**config.mk**
```make
export PLATFORM = sky130hd
export DESIGN_NAME = dgpio_top
export DESIGN_NICKNAME = d
export VERILOG_FILES = /design/src/dgpio_pkg.sv /design/src/dgpio_top.sv
export VERILOG_INCLUDE_DIRS = /design/src /design/src/src
export SDC_FILE = /design/constraint.sdc
export NUM_CORES = 1
export LEC_CHECK = 0
export ABC_AREA = 1
export BUFFER_PORTS_ARGS = -buffer_cell sky130_fd_sc_hd__buf_2
export CAP_MARGIN = 40
export CORE_ASPECT_RATIO = 0.8
export CORE_UTILIZATION = 52
export DETAILED_ROUTE_END_ITERATION = 6
export PLACE_DENSITY = 0.79
export SETUP_SLACK_MARGIN = 0.2
export SLEW_MARGIN = 10
export SYNTH_ARGS = -nofsm -noshare
export SYNTH_HDL_FRONTEND = slang
export SYNTH_SLANG_ARGS = --single-unit
```
**constraint.sdc**
```tcl
create_clock -name aclk -period 2.4 [get_ports aclk]
set_input_delay 0 -clock aclk [delete_from_list [all_inputs] [get_ports aclk]]
set_output_delay 0 -clock aclk [all_outputs]
set_load 0.01 [all_outputs]
```
**src/dgpio_map.svh**
```systemverilog
// Register indices, reset values and bit positions of the dual port block
`ifndef DGPIO_MAP_SVH
`define DGPIO_MAP_SVH

// Register indices; the byte address is four times the index
`define DGPIO_IDX_C_LATCH 8'h07
`define DGPIO_IDX_D_LATCH 8'h08
`define DGPIO_IDX_C_DIR 8'h87
`define DGPIO_IDX_D_DIR 8'h88
`define DGPIO_IDX_E_CTRL 8'h89
`define DGPIO_IDX_IRQ_STAT 8'h90
`define DGPIO_IDX_IRQ_MASK 8'h91

// Reset values
`define DGPIO_DIR_RESET 8'hff
`define DGPIO_E_DIR_RESET 3'h7
`define DGPIO_IRQ_RESET 3'h0

// Fields of the fifth port direction and slave control register
`define DGPIO_E_WAITING 7
`define DGPIO_E_PENDING 6
`define DGPIO_E_OVERFLOW 5
`define DGPIO_E_SELECT 4

// First port pin owners
`define DGPIO_PIN_TIMER 0
`define DGPIO_PIN_SECOND_CAPTURE_COMPARE_PWM 1
`define DGPIO_PIN_FIRST_CAPTURE_COMPARE_PWM 2
`define DGPIO_PIN_SSP_CLK 3
`define DGPIO_PIN_SSP_DIN 4
`define DGPIO_PIN_SSP_DOUT 5
`define DGPIO_PIN_USART_TX 6
`define DGPIO_PIN_USART_RX 7

// Interrupt status bits
`define DGPIO_IRQ_RX 0
`define DGPIO_IRQ_TX 1
`define DGPIO_IRQ_OVF 2

// Bus responses
`define DGPIO_RESP_OKAY 2'h0
`define DGPIO_RESP_SLVERR 2'h2

`endif

```
**src/dgpio_pkg.sv**
```systemverilog
// Types shared by the dual port block
package dgpio_pkg;

  // Requests from the on-chip peripherals sharing the first port
  typedef struct packed {
    logic timer_osc_en;        // Timer oscillator / external clock on bit 0
    logic second_ccp_en;       // Second capture/compare/PWM on bit 1
    logic first_ccp_en;        // First capture/compare/PWM on bit 2
    logic serial_unit_en;      // Synchronous serial unit on bits 3..5
    logic usart_en;            // USART on bits 6..7
    logic [7:0] out;           // Peripheral output value per pin
    logic [7:0] oe;            // Peripheral output enable per pin
  } dgpio_periph_t;

  // Parallel slave port strobes from the external processor, active low
  typedef struct packed {
    logic cs_n;
    logic rd_n;
    logic wr_n;
  } dgpio_psp_ctrl_t;

  // Bus channel states
  typedef enum logic {wr_collect, wr_respond} dgpio_wr_state_t;
  typedef enum logic {rd_collect, rd_respond} dgpio_rd_state_t;

endpackage

```
**src/dgpio_top.sv**
```systemverilog
// Dual 8-bit general purpose port with peripheral override and parallel slave port
// Notes on behaviour
// - First port 8 bits; direction 1 means input
// - Direction 0 drives output latch onto pin
// - Enabled peripheral overrides pin direction bit
// - Select steers latch or peripheral output
// - Peripheral enable acts only while selected
// - Bit 3 serial clock, bit 4 serial data
// - Bits 6,7 carry USART transmit and receive
// - Bit 2 first, bit 1 second capture/compare
// - Bit 5 carries serial data output
// - Bit 0 timer oscillator or clock input
// - Second port 8 bits, per-pin direction
// - Select bit turns second port into slave
// - Reset: second port direction all ones
// - External read strobe puts latch on pins
// - Write onto unread word sets sticky overflow
`timescale 1ns/1ps
`include "dgpio_map.svh"

module dgpio_top #(
  parameter int ADDR_W = 12
) (
  input wire logic aclk,
  input wire logic aresetn,
  input wire logic [ADDR_W-1:0] s_axi_awaddr,
  input wire logic s_axi_awvalid,
  output logic s_axi_awready,
  input wire logic [31:0] s_axi_wdata,
  input wire logic [3:0] s_axi_wstrb,
  input wire logic s_axi_wvalid,
  output logic s_axi_wready,
  output logic [1:0] s_axi_bresp,
  output logic s_axi_bvalid,
  input wire logic s_axi_bready,
  input wire logic [ADDR_W-1:0] s_axi_araddr,
  input wire logic s_axi_arvalid,
  output logic s_axi_arready,
  output logic [31:0] s_axi_rdata,
  output logic [1:0] s_axi_rresp,
  output logic s_axi_rvalid,
  input wire logic s_axi_rready,
  input wire logic [7:0] port_c_in,
  output logic [7:0] port_c_out,
  output logic [7:0] port_c_oe,
  input wire dgpio_pkg::dgpio_periph_t periph,
  output logic [7:0] periph_pin_in,
  input wire logic [7:0] port_d_in,
  output logic [7:0] port_d_out,
  output logic [7:0] port_d_oe,
  input wire dgpio_pkg::dgpio_psp_ctrl_t psp_ctrl,
  output logic irq
);
  //////////////////////////////////////////////////////////////////////////////
  // Declarations
  dgpio_pkg::dgpio_wr_state_t wr_state; // Write channel state
  dgpio_pkg::dgpio_rd_state_t rd_state; // Read channel state
  logic aw_held, w_held; // Address / data taken, not yet used
  logic [ADDR_W-1:0] aw_addr; // Held write address
  logic [31:0] w_data; // Held write data
  logic [3:0] w_strb; // Held byte enables
  logic [7:0] wr_idx; // Register index of the held write
  logic wr_hit; // Held write targets a mapped register
  logic do_write; // One-cycle register update strobe
  logic [7:0] rd_idx; // Register index of the read request
  logic rd_take; // Read request taken this cycle
  logic [7:0] c_latch, d_latch; // Third / fourth port output latches
  logic [7:0] c_dir, d_dir; // Third / fourth port direction, 1 = input
  logic [2:0] e_dir; // Fifth port direction bits
  logic slave_port_select; // Fourth port in slave mode
  logic input_word_waiting; // Received word not yet read
  logic output_word_pending; // Written word not yet fetched
  logic input_overflow_flag; // Write arrived over unread word
  logic [7:0] in_word; // Word received from the processor
  logic [7:0] in_capture; // Bus sampled during the strobe
  logic [7:0] c_s1, c_s2, d_s1, d_s2; // Pin synchronisers, two stages each
  dgpio_pkg::dgpio_psp_ctrl_t ctl_s1, ctl_s2; // Strobe synchronisers
  logic psp_wr_act, psp_rd_act; // External write / read strobe active
  logic psp_wr_prev, psp_rd_prev; // Previous strobe levels for edges
  logic psp_wr_end, psp_rd_end; // Write / read strobe just released
  logic [7:0] pin_sel; // Peripheral owns the pin
  logic [2:0] irq_status; // Sticky event bits
  logic [2:0] irq_mask; // Interrupt enables
  logic [2:0] irq_set, irq_clr; // Events and write-one-to-clear this cycle

  //////////////////////////////////////////////////////////////////////////////
  // Address decode helpers
  // True for a mapped, aligned word; high or misaligned addresses miss
  function automatic logic decode(input logic [ADDR_W-1:0] a);
    return (a[1:0] == 2'h0) && (a[ADDR_W-1:10] == '0) && (a[9:2] inside {`DGPIO_IDX_C_LATCH, `DGPIO_IDX_D_LATCH,
      `DGPIO_IDX_C_DIR, `DGPIO_IDX_D_DIR, `DGPIO_IDX_E_CTRL, `DGPIO_IDX_IRQ_STAT, `DGPIO_IDX_IRQ_MASK});
  endfunction

  assign wr_idx = aw_addr[9:2];
  assign wr_hit = decode(aw_addr);
  assign rd_idx = s_axi_araddr[9:2];
  assign rd_take = s_axi_arvalid && s_axi_arready;
  // Only byte lane 0 carries register bits; other lanes are ignored
  assign do_write = (wr_state == dgpio_pkg::wr_collect) && aw_held && w_held && wr_hit && w_strb[0];

  //////////////////////////////////////////////////////////////////////////////
  // Write channel: address and data taken in either order, then one response
  always_ff @(posedge aclk) begin
    if (!aresetn) begin
      wr_state <= dgpio_pkg::wr_collect;
      s_axi_awready <= 1'b0;
      s_axi_wready <= 1'b0;
      s_axi_bvalid <= 1'b0;
      s_axi_bresp <= `DGPIO_RESP_OKAY;
      aw_held <= 1'b0;
      w_held <= 1'b0;
    end else begin
      case (wr_state)
        dgpio_pkg::wr_collect: begin
          if (s_axi_awvalid && s_axi_awready) begin // Address channel
            aw_addr <= s_axi_awaddr;
            aw_held <= 1'b1;
            s_axi_awready <= 1'b0;
          end else if (!aw_held) begin
            s_axi_awready <= 1'b1;
          end
          if (s_axi_wvalid && s_axi_wready) begin // Data channel
            w_data <= s_axi_wdata;
            w_strb <= s_axi_wstrb;
            w_held <= 1'b1;
            s_axi_wready <= 1'b0;
          end else if (!w_held) begin
            s_axi_wready <= 1'b1;
          end
          // Both present: register update and response both land on the next edge
          if (aw_held && w_held) begin
            s_axi_bvalid <= 1'b1;
            s_axi_bresp <= wr_hit ? `DGPIO_RESP_OKAY : `DGPIO_RESP_SLVERR;
            aw_held <= 1'b0;
            w_held <= 1'b0;
            wr_state <= dgpio_pkg::wr_respond;
          end
        end
        dgpio_pkg::wr_respond: begin
          // Ready lines reopen only after the response is taken
          if (s_axi_bready) begin
            s_axi_bvalid <= 1'b0;
            s_axi_awready <= 1'b1;
            s_axi_wready <= 1'b1;
            wr_state <= dgpio_pkg::wr_collect;
          end
        end
        default: begin
          wr_state <= dgpio_pkg::wr_collect;
        end
      endcase
    end
  end

  //////////////////////////////////////////////////////////////////////////////
  // Read channel: value sampled at the address handshake
  always_ff @(posedge aclk) begin
    if (!aresetn) begin
      rd_state <= dgpio_pkg::rd_collect;
      s_axi_arready <= 1'b0;
      s_axi_rvalid <= 1'b0;
      s_axi_rresp <= `DGPIO_RESP_OKAY;
      s_axi_rdata <= 32'h0000_0000;
    end else begin
      case (rd_state)
        dgpio_pkg::rd_collect: begin
          if (rd_take) begin
            s_axi_arready <= 1'b0;
            s_axi_rvalid <= 1'b1;
            s_axi_rresp <= decode(s_axi_araddr) ? `DGPIO_RESP_OKAY : `DGPIO_RESP_SLVERR;
            s_axi_rdata <= decode(s_axi_araddr) ? read_value(rd_idx) : 32'h0000_0000;
            rd_state <= dgpio_pkg::rd_respond;
          end else begin
            s_axi_arready <= 1'b1;
          end
        end
        dgpio_pkg::rd_respond: begin
          if (s_axi_rready) begin
            s_axi_rvalid <= 1'b0;
            s_axi_arready <= 1'b1;
            rd_state <= dgpio_pkg::rd_collect;
          end
        end
        default: begin
          rd_state <= dgpio_pkg::rd_collect;
        end
      endcase
    end
  end
  // Read data; port latches read back the pin levels, as software expects
  function automatic logic [31:0] read_value(input logic [7:0] idx);
    logic [31:0] v;
    v = 32'h0000_0000;
    case (idx)
      `DGPIO_IDX_C_LATCH: v[7:0] = c_s2;
      // In slave mode the processor's word is returned instead of the pins
      `DGPIO_IDX_D_LATCH: v[7:0] = slave_port_select ? in_word : d_s2;
      `DGPIO_IDX_C_DIR: v[7:0] = c_dir;
      `DGPIO_IDX_D_DIR: v[7:0] = d_dir;
      `DGPIO_IDX_E_CTRL: begin
        v[2:0] = e_dir;
        v[`DGPIO_E_SELECT] = slave_port_select;
        v[`DGPIO_E_OVERFLOW] = input_overflow_flag;
        v[`DGPIO_E_PENDING] = output_word_pending;
        v[`DGPIO_E_WAITING] = input_word_waiting;
      end
      `DGPIO_IDX_IRQ_STAT: v[2:0] = irq_status;
      `DGPIO_IDX_IRQ_MASK: v[2:0] = irq_mask;
      default: v = 32'h0000_0000;
    endcase
    return v;
  endfunction

  //////////////////////////////////////////////////////////////////////////////
  // Output latches: no reset, so power-on leaves them unknown and later resets keep them
  always_ff @(posedge aclk) begin
    if (do_write && wr_idx == `DGPIO_IDX_C_LATCH) begin
      c_latch <= w_data[7:0];
    end
    if (do_write && wr_idx == `DGPIO_IDX_D_LATCH) begin
      d_latch <= w_data[7:0];
    end
  end

  //////////////////////////////////////////////////////////////////////////////
  // Direction registers; overrides never touch the stored bits
  always_ff @(posedge aclk) begin
    if (!aresetn) begin
      c_dir <= `DGPIO_DIR_RESET;
      d_dir <= `DGPIO_DIR_RESET;
    end else begin
      // Stored value is software's alone, so a plain write restores it
      if (do_write && wr_idx == `DGPIO_IDX_C_DIR) begin
        c_dir <= w_data[7:0];
      end
      if (do_write && wr_idx == `DGPIO_IDX_D_DIR) begin
        d_dir <= w_data[7:0];
      end
    end
  end

  //////////////////////////////////////////////////////////////////////////////
  // Fifth port control: direction bits and the slave mode select
  always_ff @(posedge aclk) begin
    if (!aresetn) begin
      e_dir <= `DGPIO_E_DIR_RESET;
      slave_port_select <= 1'b0;
    end else if (do_write && wr_idx == `DGPIO_IDX_E_CTRL) begin
      e_dir <= w_data[2:0];
      slave_port_select <= w_data[`DGPIO_E_SELECT];
    end
  end

  //////////////////////////////////////////////////////////////////////////////
  // Pin synchronisers; only the second stage is read by logic
  always_ff @(posedge aclk) begin
    if (!aresetn) begin
      c_s1 <= 8'h00;
      c_s2 <= 8'h00;
      d_s1 <= 8'h00;
      d_s2 <= 8'h00;
      ctl_s1 <= 3'h7;
      ctl_s2 <= 3'h7;
      psp_wr_prev <= 1'b0;
      psp_rd_prev <= 1'b0;
      periph_pin_in <= 8'h00;
    end else begin
      c_s1 <= port_c_in;
      c_s2 <= c_s1;
      d_s1 <= port_d_in;
      d_s2 <= d_s1;
      ctl_s1 <= psp_ctrl;
      ctl_s2 <= ctl_s1;
      psp_wr_prev <= psp_wr_act;
      psp_rd_prev <= psp_rd_act;
      periph_pin_in <= c_s2; // Capture, clock and receive inputs
    end
  end

  // Strobes count only in slave mode and with chip select low
  assign psp_wr_act = slave_port_select && !ctl_s2.cs_n && !ctl_s2.wr_n;
  assign psp_rd_act = slave_port_select && !ctl_s2.cs_n && !ctl_s2.rd_n;
  assign psp_wr_end = psp_wr_prev && !psp_wr_act;
  assign psp_rd_end = psp_rd_prev && !psp_rd_act;

  //////////////////////////////////////////////////////////////////////////////
  // Parallel slave port handshake flags
  // Bus sampled under the strobe, committed at release, as data may move then
  always_ff @(posedge aclk) begin
    if (psp_wr_act) begin
      in_capture <= d_s2;
    end
    if (psp_wr_end) begin
      in_word <= in_capture;
    end
  end
  always_ff @(posedge aclk) begin
    if (!aresetn) begin
      input_word_waiting <= 1'b0;
      output_word_pending <= 1'b0;
      input_overflow_flag <= 1'b0;
    end else begin
      // New word wins over a software read in the same cycle
      if (psp_wr_end) begin
        input_word_waiting <= 1'b1;
      end else if (rd_take && decode(s_axi_araddr) && rd_idx == `DGPIO_IDX_D_LATCH) begin
        input_word_waiting <= 1'b0;
      end
      // Software write marks a word for the processor; its read fetches it
      if (do_write && wr_idx == `DGPIO_IDX_D_LATCH && slave_port_select) begin
        output_word_pending <= 1'b1;
      end else if (psp_rd_end) begin
        output_word_pending <= 1'b0;
      end
      // Sticky; only software clears it by writing zero, a new event wins
      if (psp_wr_end && input_word_waiting) begin
        input_overflow_flag <= 1'b1;
      end else if (do_write && wr_idx == `DGPIO_IDX_E_CTRL && !w_data[`DGPIO_E_OVERFLOW]) begin
        input_overflow_flag <= 1'b0;
      end
    end
  end

  //////////////////////////////////////////////////////////////////////////////
  // Third port pin owners
  // Each peripheral owns its pins only while enabled
  always_comb begin
    pin_sel = 8'h00;
    pin_sel[`DGPIO_PIN_TIMER] = periph.timer_osc_en;
    pin_sel[`DGPIO_PIN_SECOND_CAPTURE_COMPARE_PWM] = periph.second_ccp_en;
    pin_sel[`DGPIO_PIN_FIRST_CAPTURE_COMPARE_PWM] = periph.first_ccp_en;
    pin_sel[`DGPIO_PIN_SSP_CLK] = periph.serial_unit_en;
    pin_sel[`DGPIO_PIN_SSP_DIN] = periph.serial_unit_en;
    pin_sel[`DGPIO_PIN_SSP_DOUT] = periph.serial_unit_en;
    pin_sel[`DGPIO_PIN_USART_TX] = periph.usart_en;
    pin_sel[`DGPIO_PIN_USART_RX] = periph.usart_en;
  end

  //////////////////////////////////////////////////////////////////////////////
  // Pin drivers, one slice per bit
  genvar i;
  generate
    for (i = 0; i < 8; i++) begin : g_pin
      // Third port: peripheral or latch, peripheral enable or direction bit
      always_ff @(posedge aclk) begin
        if (!aresetn) begin
          port_c_out[i] <= 1'b0;
          port_c_oe[i] <= 1'b0;
        end else if (pin_sel[i]) begin
          port_c_out[i] <= periph.out[i];
          port_c_oe[i] <= periph.oe[i];
        end else begin
          port_c_out[i] <= c_latch[i];
          port_c_oe[i] <= !c_dir[i];
        end
      end
      // Fourth port: slave mode hands the driver to the read strobe
      always_ff @(posedge aclk) begin
        if (!aresetn) begin
          port_d_out[i] <= 1'b0;
          port_d_oe[i] <= 1'b0;
        end else begin
          port_d_out[i] <= d_latch[i];
          port_d_oe[i] <= slave_port_select ? psp_rd_act : !d_dir[i];
        end
      end
    end
  endgenerate

  //////////////////////////////////////////////////////////////////////////////
  // Interrupt status, mask and output
  always_comb begin
    irq_set = 3'h0;
    irq_set[`DGPIO_IRQ_RX] = psp_wr_end;
    irq_set[`DGPIO_IRQ_TX] = psp_rd_end;
    irq_set[`DGPIO_IRQ_OVF] = psp_wr_end && input_word_waiting;
    irq_clr = (do_write && wr_idx == `DGPIO_IDX_IRQ_STAT) ? w_data[2:0] : 3'h0;
  end

  // Set beats write-one-to-clear in the same cycle
  always_ff @(posedge aclk) begin
    if (!aresetn) begin
      irq_status <= `DGPIO_IRQ_RESET;
      irq_mask <= `DGPIO_IRQ_RESET;
      irq <= 1'b0;
    end else begin
      irq_status <= (irq_status & ~irq_clr) | irq_set;
      if (do_write && wr_idx == `DGPIO_IDX_IRQ_MASK) begin
        irq_mask <= w_data[2:0];
      end
      irq <= |(irq_status & irq_mask);
    end
  end

endmodule

```
==> results.cfg, run 1 <==
[outcome]
outcome = finished, final reports clean

[clock_tree]
post_cts_buffers = 0
cts-root-buf = clkbuf_16
cts.sinks = 182
htreeDepth = 4
clk_latency_ps = 430
cts_buffers = 17
cts_hold_buf = 86
post_cts_resized = 0
clkSlewWorstSetupHoldPaths_ps = 70
cts_tree = yes
clk_path_buf_depth = 2

[power]
vdd_drop_max_mv = 0.5078
p_sw_mw = 1.482
clock_power_share_pct = 42.0
internal_power_mw = 4.917
power_frac_comb_pct = 6.8
switching_share_pct = 23.16
powerDensity_nw_per_um2 = 709.2
p_leak_nw = 4.510
seqPwrFrac_pct = 51.2

[route]
num_vias = 5513
ant_nets = 0
initialDrtViolationCount = 527
routedWlPerCell_um = 13.77
wirelength_um = 16010
via_per_inst = 4.744
first_pass_iters = 5
drc_errors = 0

[sta]
tightest_slew_ps = 714.9
setup_viol = 0
fmaxAchievable_mhz = 534.6
post-route-period-util_pct = 77.94
relSlewSlack_pct = 51.97
drv_slew = 0
fin_skew_ps = 7.573
hold_slack_ps = 24.79
finalCriticalPeriod_ps = 1871
setup_tns_ps = 0
grt_setup_unrepaired = false
hold_viol_final = 0

[global_route]
grt_pass1_vias = 5397
antenna_found_initial = 1
grt_use_total_pct = 25.07
grt.overflow.total = 0
grt_use_met3_pct = 5.144
grt_max_degree = 95
use_met2_pct = 40.95
grtUsageMet1_pct = 32.76
busiest_layer = met2
grt_pass1_wl_um = 25830

[worst_setup_path]
cpMaxStageDelayCell = edfxtp_1
r2r_cells = 8
crit_chain = inv_1, nand2_1, nor3_1, nand2_2, nand3_4, nand3_4, nor3_1, buf_4
r2r_start = aw_addr[4]
cp-end-kind = register
crit_family = simple AND/OR/NAND/NOR gates
crit_arrival_ps = 2010
regToRegEndpoint = c_latch[1]
max_stage_delay_ps = 420
crit_type = reg -> reg
worstSetupStartpoint = aw_addr[4]
path_buf_inv = 2
required_ps = 2540
path_max_fanout = 8
start_kind = register
rrSetupSlack_ps = 530

[yosys]
synthArstFlopShare_pct = 0
syn_area_um2 = 6790
synthCells = 745
yosys.area.top_type = dfxtp_1
yosysWarnings = 0
seq_area_frac_synth_pct = 61.47
yosys.area.top_type_share_pct = 38.03
ys.flop_type = dfxtp_1
synth_area_leaders = dfxtp_1, edfxtp_1, nand2_1
synth_seq_cells = 182
synth-edff-count = 53
avgSynthCellArea_um2 = 9.114
yosysUniqueCellTypes = 38

[min_path]
whs_path_depth = 5
hold_end = input_word_waiting
hp-class = in -> reg
min_from = s_axi_araddr[10]

[floorplanning]
dieArea_um2 = 13520
die_h_um = 104.2
start_util_pct = 54.62
rows = 36
core-area_um2 = 12430
io_pins = 189
die_w_um = 129.8

[layout]
drive_gt1_share_pct = 21.01
final_nets = 1084
register_area_um2 = 4174
final_cell_mix = nand2_1, buf_2, dfxtp_1, inv_1, dlygate4sd3_1
multiInputGateArea_um2 = 2027
layout_commonest_cell = nand2_1
fillCellCount = 882
syn_to_final_growth_pct = 32.89
largest_register = aw_addr
largest_register_ffs = 12

[placed_design]
port_buffers = 135
place_hpwl_um = 10340
place.gp.congestion = 0.9068

[run]
maxCapViolCount = 0
synthesized netlist by cell type, types with 2 or more instances:
library cell and n:
nand4_1 7, inv_2 2, dfxtp_1 129, nand3_1 26, or2_2 7, nand2_2 2, nand2_1 197, buf_2 3
nand3_4 3, o21bai_1 5, o211ai_1 3, nor4_1 3, nor3_2 3, clkbuf_1 10, nand2_4 2, nor2_2 4
o21ai_0 31, a211oi_1 2, nor2_4 4, nor3_1 11, inv_1 108, edfxtp_1 53, nor2_1 56, a21oi_1 34
buf_4 27
stage by stage:
stage / util (%) / cells / power (mW) / area [µm²] / setup slack [ps]
final: 72.58 / 1162 / 6.399 / 9024 / 529.3
after global placement: 61.05 / 1043 / 3.652 / 7590 / 604.0
after floorplan: - / 770 / 3.542 / 6884 / 317.9
after global routing: 72.58 / 1162 / 6.629 / 9024 / 374.7
after CTS: 72.56 / 1161 / 6.416 / 9021 / 544.7
after detailed placement: 61.05 / 1043 / 3.661 / 7590 / 559.3
how the worst max path moves through the flow:
stage	slack [ps]	depth (start not counted)	end
after floorplan	320	7	c_latch[0]
after global placement	600	8	c_latch[6]
after detailed placement	560	8	d_latch[7]
after CTS	540	8	c_latch[1]
after global routing	370	8	c_latch[2]
final	530	8	c_latch[1]
kinds of logic after synthesis:
| family | Yosys count | synth area share [%] |
|---|---|---|
| compound gates | 79 | 6.302 |
| buf+inv | 153 | 10.06 |
| flops | 182 | 61.47 |
| other cells | 1 | 0.05523 |
| simple gates | 330 | 22.11 |
power groups by stage:
stage,clock (mW),sequential (mW),combinational [mW]
6_report,2.69,3.28,0.437
5_1_grt,2.86,3.28,0.484
4_1_cts,2.72,3.28,0.425
3_5_place_dp,0,3.34,0.317
3_3_place_gp,0,3.34,0.311
2_1_floorplan,0,3.35,0.188
layout make-up:
| cell class | count | area share, % |
|---|---|---|
| Clock buffer | 18 | 4.756 |
| Timing Repair Buffer | 230 | 17.91 |
| Multi-Input combinational cell | 435 | 22.46 |
| Clock inverter | 14 | 1.567 |
| Tap cell | 171 | 2.371 |
| Inverter | 111 | 4.645 |
| Sequential cell | 182 | 46.26 |
| Antenna cell | 1 | 0.02773 |
routing by layer:
| layer | up-vias | part of all wire [%] |
|---|---|---|
| met3 | 22 | 7.4 |
| met4 | 0 | 1.4 |
| met2 | 234 | 49 |
| met5 | - | 0 |
| met1 | 2494 | 43 |
| li1 | 2763 | - |
worst register-to-register path, stage by stage (launching register included):
cell and delay [ps]:
edfxtp_1 420, inv_1 120, nand2_1 60, nor3_1 220, nand2_2 120, nand3_4 150
nand3_4 120, nor3_1 160, buf_4 210
Power figures use the tool's default switching activity.
==> run 2: changes to the inputs <==
- clock period: 2.4 -> 1.8 ns (I/O delays scaled with it)
==> results.cfg, run 2 (synthesis results as in run 1) <==
[outcome]
outcome = complete, but fails checks
failed_checks = setup timing

[layout]
final_nets = 1103
register_area_um2 = 4174
final_cell_mix = nand2_1, buf_2, dfxtp_1, inv_1, dlygate4sd3_1
largest_register_ffs = 12
multiInputGateArea_um2 = 2135
layout_commonest_cell = nand2_1
antenna_cells = 0
fillCellCount = 850
syn_to_final_growth_pct = 36.67
drive_gt1_share_pct = 24.98
fin_cells = 1180
largest_register = aw_addr

[floorplanning]
die_h_um = 104.2
io_pins = 189
core-area_um2 = 12430
dieArea_um2 = 13520
die_w_um = 129.8
start_util_pct = 54.62
rows = 36

[route]
routedWlPerCell_um = 14.60
via_per_inst = 4.874
ant_nets = 0
wl_met1_um = 7071
first_pass_iters = 5
drc_errors = 0
initialDrtViolationCount = 473
num_vias = 5751
wl_met3_um = 1302
highest_layer = met4
wirelength_um = 17220
wl_met2_um = 8433

[worst_setup_path]
path_buf_inv = 3
max_stage_delay_ps = 420
start_kind = register
crit_chain = buf_6, inv_2, nand4_1, nand2_1, nand2_2, nand3_4, buf_6, nand4_4, nor2_4, nand2_1, nand3_1
path_max_fanout = 8
required_ps = 2160
crit_type = reg -> reg
crit_arrival_ps = 2160
cpMaxStageDelayCell = edfxtp_1
crit_family = simple AND/OR/NAND/NOR gates
cp-end-kind = register

[sta]
setup_viol = 1
hold_viol_final = 0
drv_slew = 0
post-route-period-util_pct = 100.3
fin_ws_ps = -4.866
setup_tns_ps = -4.866
grt_setup_unrepaired = true
finalCriticalPeriod_ps = 1805
fin_skew_ps = 9.188
fmaxAchievable_mhz = 554.1

[clock_tree]
cts.sinks = 182
cts_buffers = 17
cts-root-buf = clkbuf_16
clk_path_buf_depth = 2
cts_tree = yes
clkSlewWorstSetupHoldPaths_ps = 60
htreeDepth = 4
clk_latency_ps = 420

[placed_design]
place_hpwl_um = 10280
pre_cts_ws_ps = -44.40
place.gp.congestion = 0.9373
port_buffers = 135
place_inst = 1054

[global_route]
antenna_found_initial = 0
grt_max_degree = 95
grt.overflow.total = 0
grt_pass1_vias = 5564
grt_use_total_pct = 26.51
grt_pass1_wl_um = 26970

[min_path]
hp-class = in -> reg

[power]
p_leak_nw = 4.609
powerDensity_nw_per_um2 = 914.9
total_power_mw = 8.491
vdd_drop_max_mv = 0.8615

[run]
maxCapViolCount = 0
run 2: cell type report:
cell class / instances / area share (%)
well taps: 171 / 2.306
multi-input cells: 435 / 23.00
clock buffers: 19 / 4.665
clock inverters: 13 / 1.348
repair buffers: 249 / 19.19
inverters: 111 / 4.517
flip-flops and latches: 182 / 44.98
run 2: power breakdown:
| group | switching, mW | internal (mW) |
|---|---|---|
| Clock | 1.59 | 1.93 |
| Combinational | 0.305 | 0.299 |
| Sequential | 0.0538 | 4.32 |
run 2: per-layer routing:
layer	track usage, %	vias to the layer above
met4	11.46	0
li1	-	2793
met1	32.37	2648
met2	45.07	259
met3	5.401	51
met5	0	-
run 2: through the flow:
| stage | utilization, % | cell area (µm²) | hold WS, ps |
|---|---|---|---|
| 2_1_floorplan | - | 6899 | 97.63 |
| 3_3_place_gp | 61.84 | 7687 | 176.5 |
| 3_5_place_dp | 61.84 | 7687 | 178.4 |
| 4_1_cts | 74.52 | 9264 | 32.22 |
| 5_1_grt | 74.65 | 9280 | 77.08 |
| 6_report | 74.65 | 9280 | 39.20 |
run 2: worst paths after layout:
path / from / to / slack, ps / depth (start not counted)
max: aw_addr[5] / d_dir[6] / -5 / 11
min: aresetn / wr_state / 40 / 3
max reg2reg: aw_addr[5] / d_dir[6] / -5 / 11
min reg2reg: d_s1[5] / d_s2[5] / 410 / 2
run 2: timing repair:
| item | CTS | global route |
|---|---|---|
| resized for setup | 13 | 20 |
| pin swaps | 12 | 14 |
| hold endpoints to repair | 66 | 1 |
| buffers inserted | 9 | 1 |
| endpoints found under the setup margin | 43 | 57 |
| hold buffers | 91 | 1 |
run 2: worst min-delay path: stages:
cell,delay [ps]
buf_2,110
inv_1,160
a21oi_1,150
==> run 3: changes to the inputs <==
- RECOVER_POWER: default -> 50
==> results.cfg, run 3 (synthesis results as in run 1) <==
[clock_tree]
cts_tree = yes
htreeDepth = 4
cts.sinks = 182
cts_buffers = 17
clk_path_buf_depth = 2
clk_latency_ps = 430
clkSlewWorstSetupHoldPaths_ps = 60
cts-root-buf = clkbuf_16

[route]
first_pass_iters = 5
routedWlPerCell_um = 14.63
initialDrtViolationCount = 485
ant_nets = 0
drc_errors = 0
highest_layer = met4
wl_met1_um = 7059
via_per_inst = 4.882
wirelength_um = 17260
num_vias = 5761
wl_met2_um = 8454
wl_met3_um = 1318

[worst_setup_path]
start_kind = register
endpoint = d_dir[6]
path_max_fanout = 8
cpMaxStageDelayCell = edfxtp_1
regToRegEndpoint = d_dir[6]
r2r_start = aw_addr[5]
worstSetupStartpoint = aw_addr[5]
r2r_cells = 11
max_stage_delay_ps = 420
path_buf_inv = 3
crit_type = reg -> reg
required_ps = 2160
cp-end-kind = register
path_depth = 11
crit_chain = buf_6, inv_2, nand4_1, nand2_1, nand2_2, nand3_4, buf_6, nand4_4, nor2_4, nand2_1, nand3_1
crit_arrival_ps = 2160
crit_family = simple AND/OR/NAND/NOR gates
rrSetupSlack_ps = -2

[placed_design]
place.gp.congestion = 0.9373
port_buffers = 135
place_hpwl_um = 10280
pre_cts_ws_ps = -44.40
dpl_cell_area_um2 = 7687

[global_route]
grt_pass1_wl_um = 26970
antenna_found_initial = 0
grt_max_degree = 95
grt_pass1_vias = 5564
grt.overflow.total = 0
grt_use_total_pct = 26.51

[sta]
finalCriticalPeriod_ps = 1802
fmaxAchievable_mhz = 554.9
drv_slew = 0
grt_setup_unrepaired = true
fin_skew_ps = 9.166
post-route-period-util_pct = 100.1
hold_viol_final = 0
setup_viol = 1
fin_ws_ps = -2.214
hold_slack_ps = 33.53

[floorplanning]
rows = 36
io_pins = 189
core-area_um2 = 12430
dieArea_um2 = 13520
start_util_pct = 54.62
die_w_um = 129.8
die_h_um = 104.2

[min_path]
whs_path_depth = 3
hp-class = in -> reg

[layout]
antenna_cells = 0
fin_area_um2 = 9255
fillCellCount = 866
layout_commonest_cell = nand2_1
largest_register = aw_addr
final_nets = 1103
largest_register_ffs = 12
final_cell_mix = nand2_1, dfxtp_1, buf_2, inv_1, dlygate4sd3_1
drive_gt1_share_pct = 22.99
utilization_pct = 74.45
syn_to_final_growth_pct = 36.30

[power]
powerDensity_nw_per_um2 = 917.5
total_power_mw = 8.492
vdd_drop_max_mv = 0.8608
p_leak_nw = 4.532

[run]
maxCapViolCount = 0

[outcome]
failed_checks = setup timing
outcome = complete, but fails checks
-- run 3: changes by cell type in the layout (fill, tap and decap cells not counted), sizes merged --
cell / before / now
buf: 165 / 145
clkbuf: 19 / 39
-- run 3: layout make-up --
type / count / area (µm²) / area share (%)
clock buffers: 19 / 432.9 / 4.678
well taps: 171 / 214.0 / 2.312
multi-input cells: 435 / 2135 / 23.06
clock inverters: 13 / 125.1 / 1.352
inverters: 111 / 419.2 / 4.529
repair buffers: 249 / 1755 / 18.97
flip-flops and latches: 182 / 4174 / 45.10
-- run 3: what timing repair did --
item	4_1_cts	5_1_grt
endpoints found under the setup margin	43	57
pin swaps	12	14
buffers inserted	9	1
hold buffers	91	1
endpoints found under the hold margin	66	1
gates resized for setup	13	20
-- run 3: worst register-to-register path, cell delays in order, from the launching register on --
cell      delay, ps
edfxtp_1        420
buf_6           150
inv_2            40
nand4_1         120
nand2_1         140
nand2_2          70
nand3_4         100
buf_6           130
nand4_4         120
nor2_4          260
nand2_1          90
nand3_1         100
-- run 3: report_power, final --
group	total (mW)	switching [mW]	internal, mW
Clock	3.52	1.60	1.93
Sequential	4.37	0.0541	4.32
Combinational	0.599	0.305	0.295
-- run 3: metal layers --
metal | vias up | global-route usage [%]
li1 | 2792 | -
met1 | 2648 | 32.37
met2 | 270 | 45.07
met3 | 51 | 5.401
met4 | 0 | 11.46
met5 | - | 0
-- run 3: worst min-delay path by stage --
stage	slack (ps)	from	endpoint
2_1_floorplan	100	port_c_in[0]	c_s1[0]
3_3_place_gp	180	s_axi_awaddr[11]	aw_addr[11]
3_5_place_dp	180	s_axi_wdata[4]	w_data[4]
4_1_cts	30	aresetn	wr_state
5_1_grt	80	aresetn	wr_state
6_report	30	aresetn	wr_state
-- run 3: stage by stage --
step | TNS (ps) | instances
floorplan | -674.0 | 770
global placement | 0 | 1054
detailed placement | -696.5 | 1054
CTS | 0 | 1186
global route | -2531 | 1180
finish | -2.214 | 1180
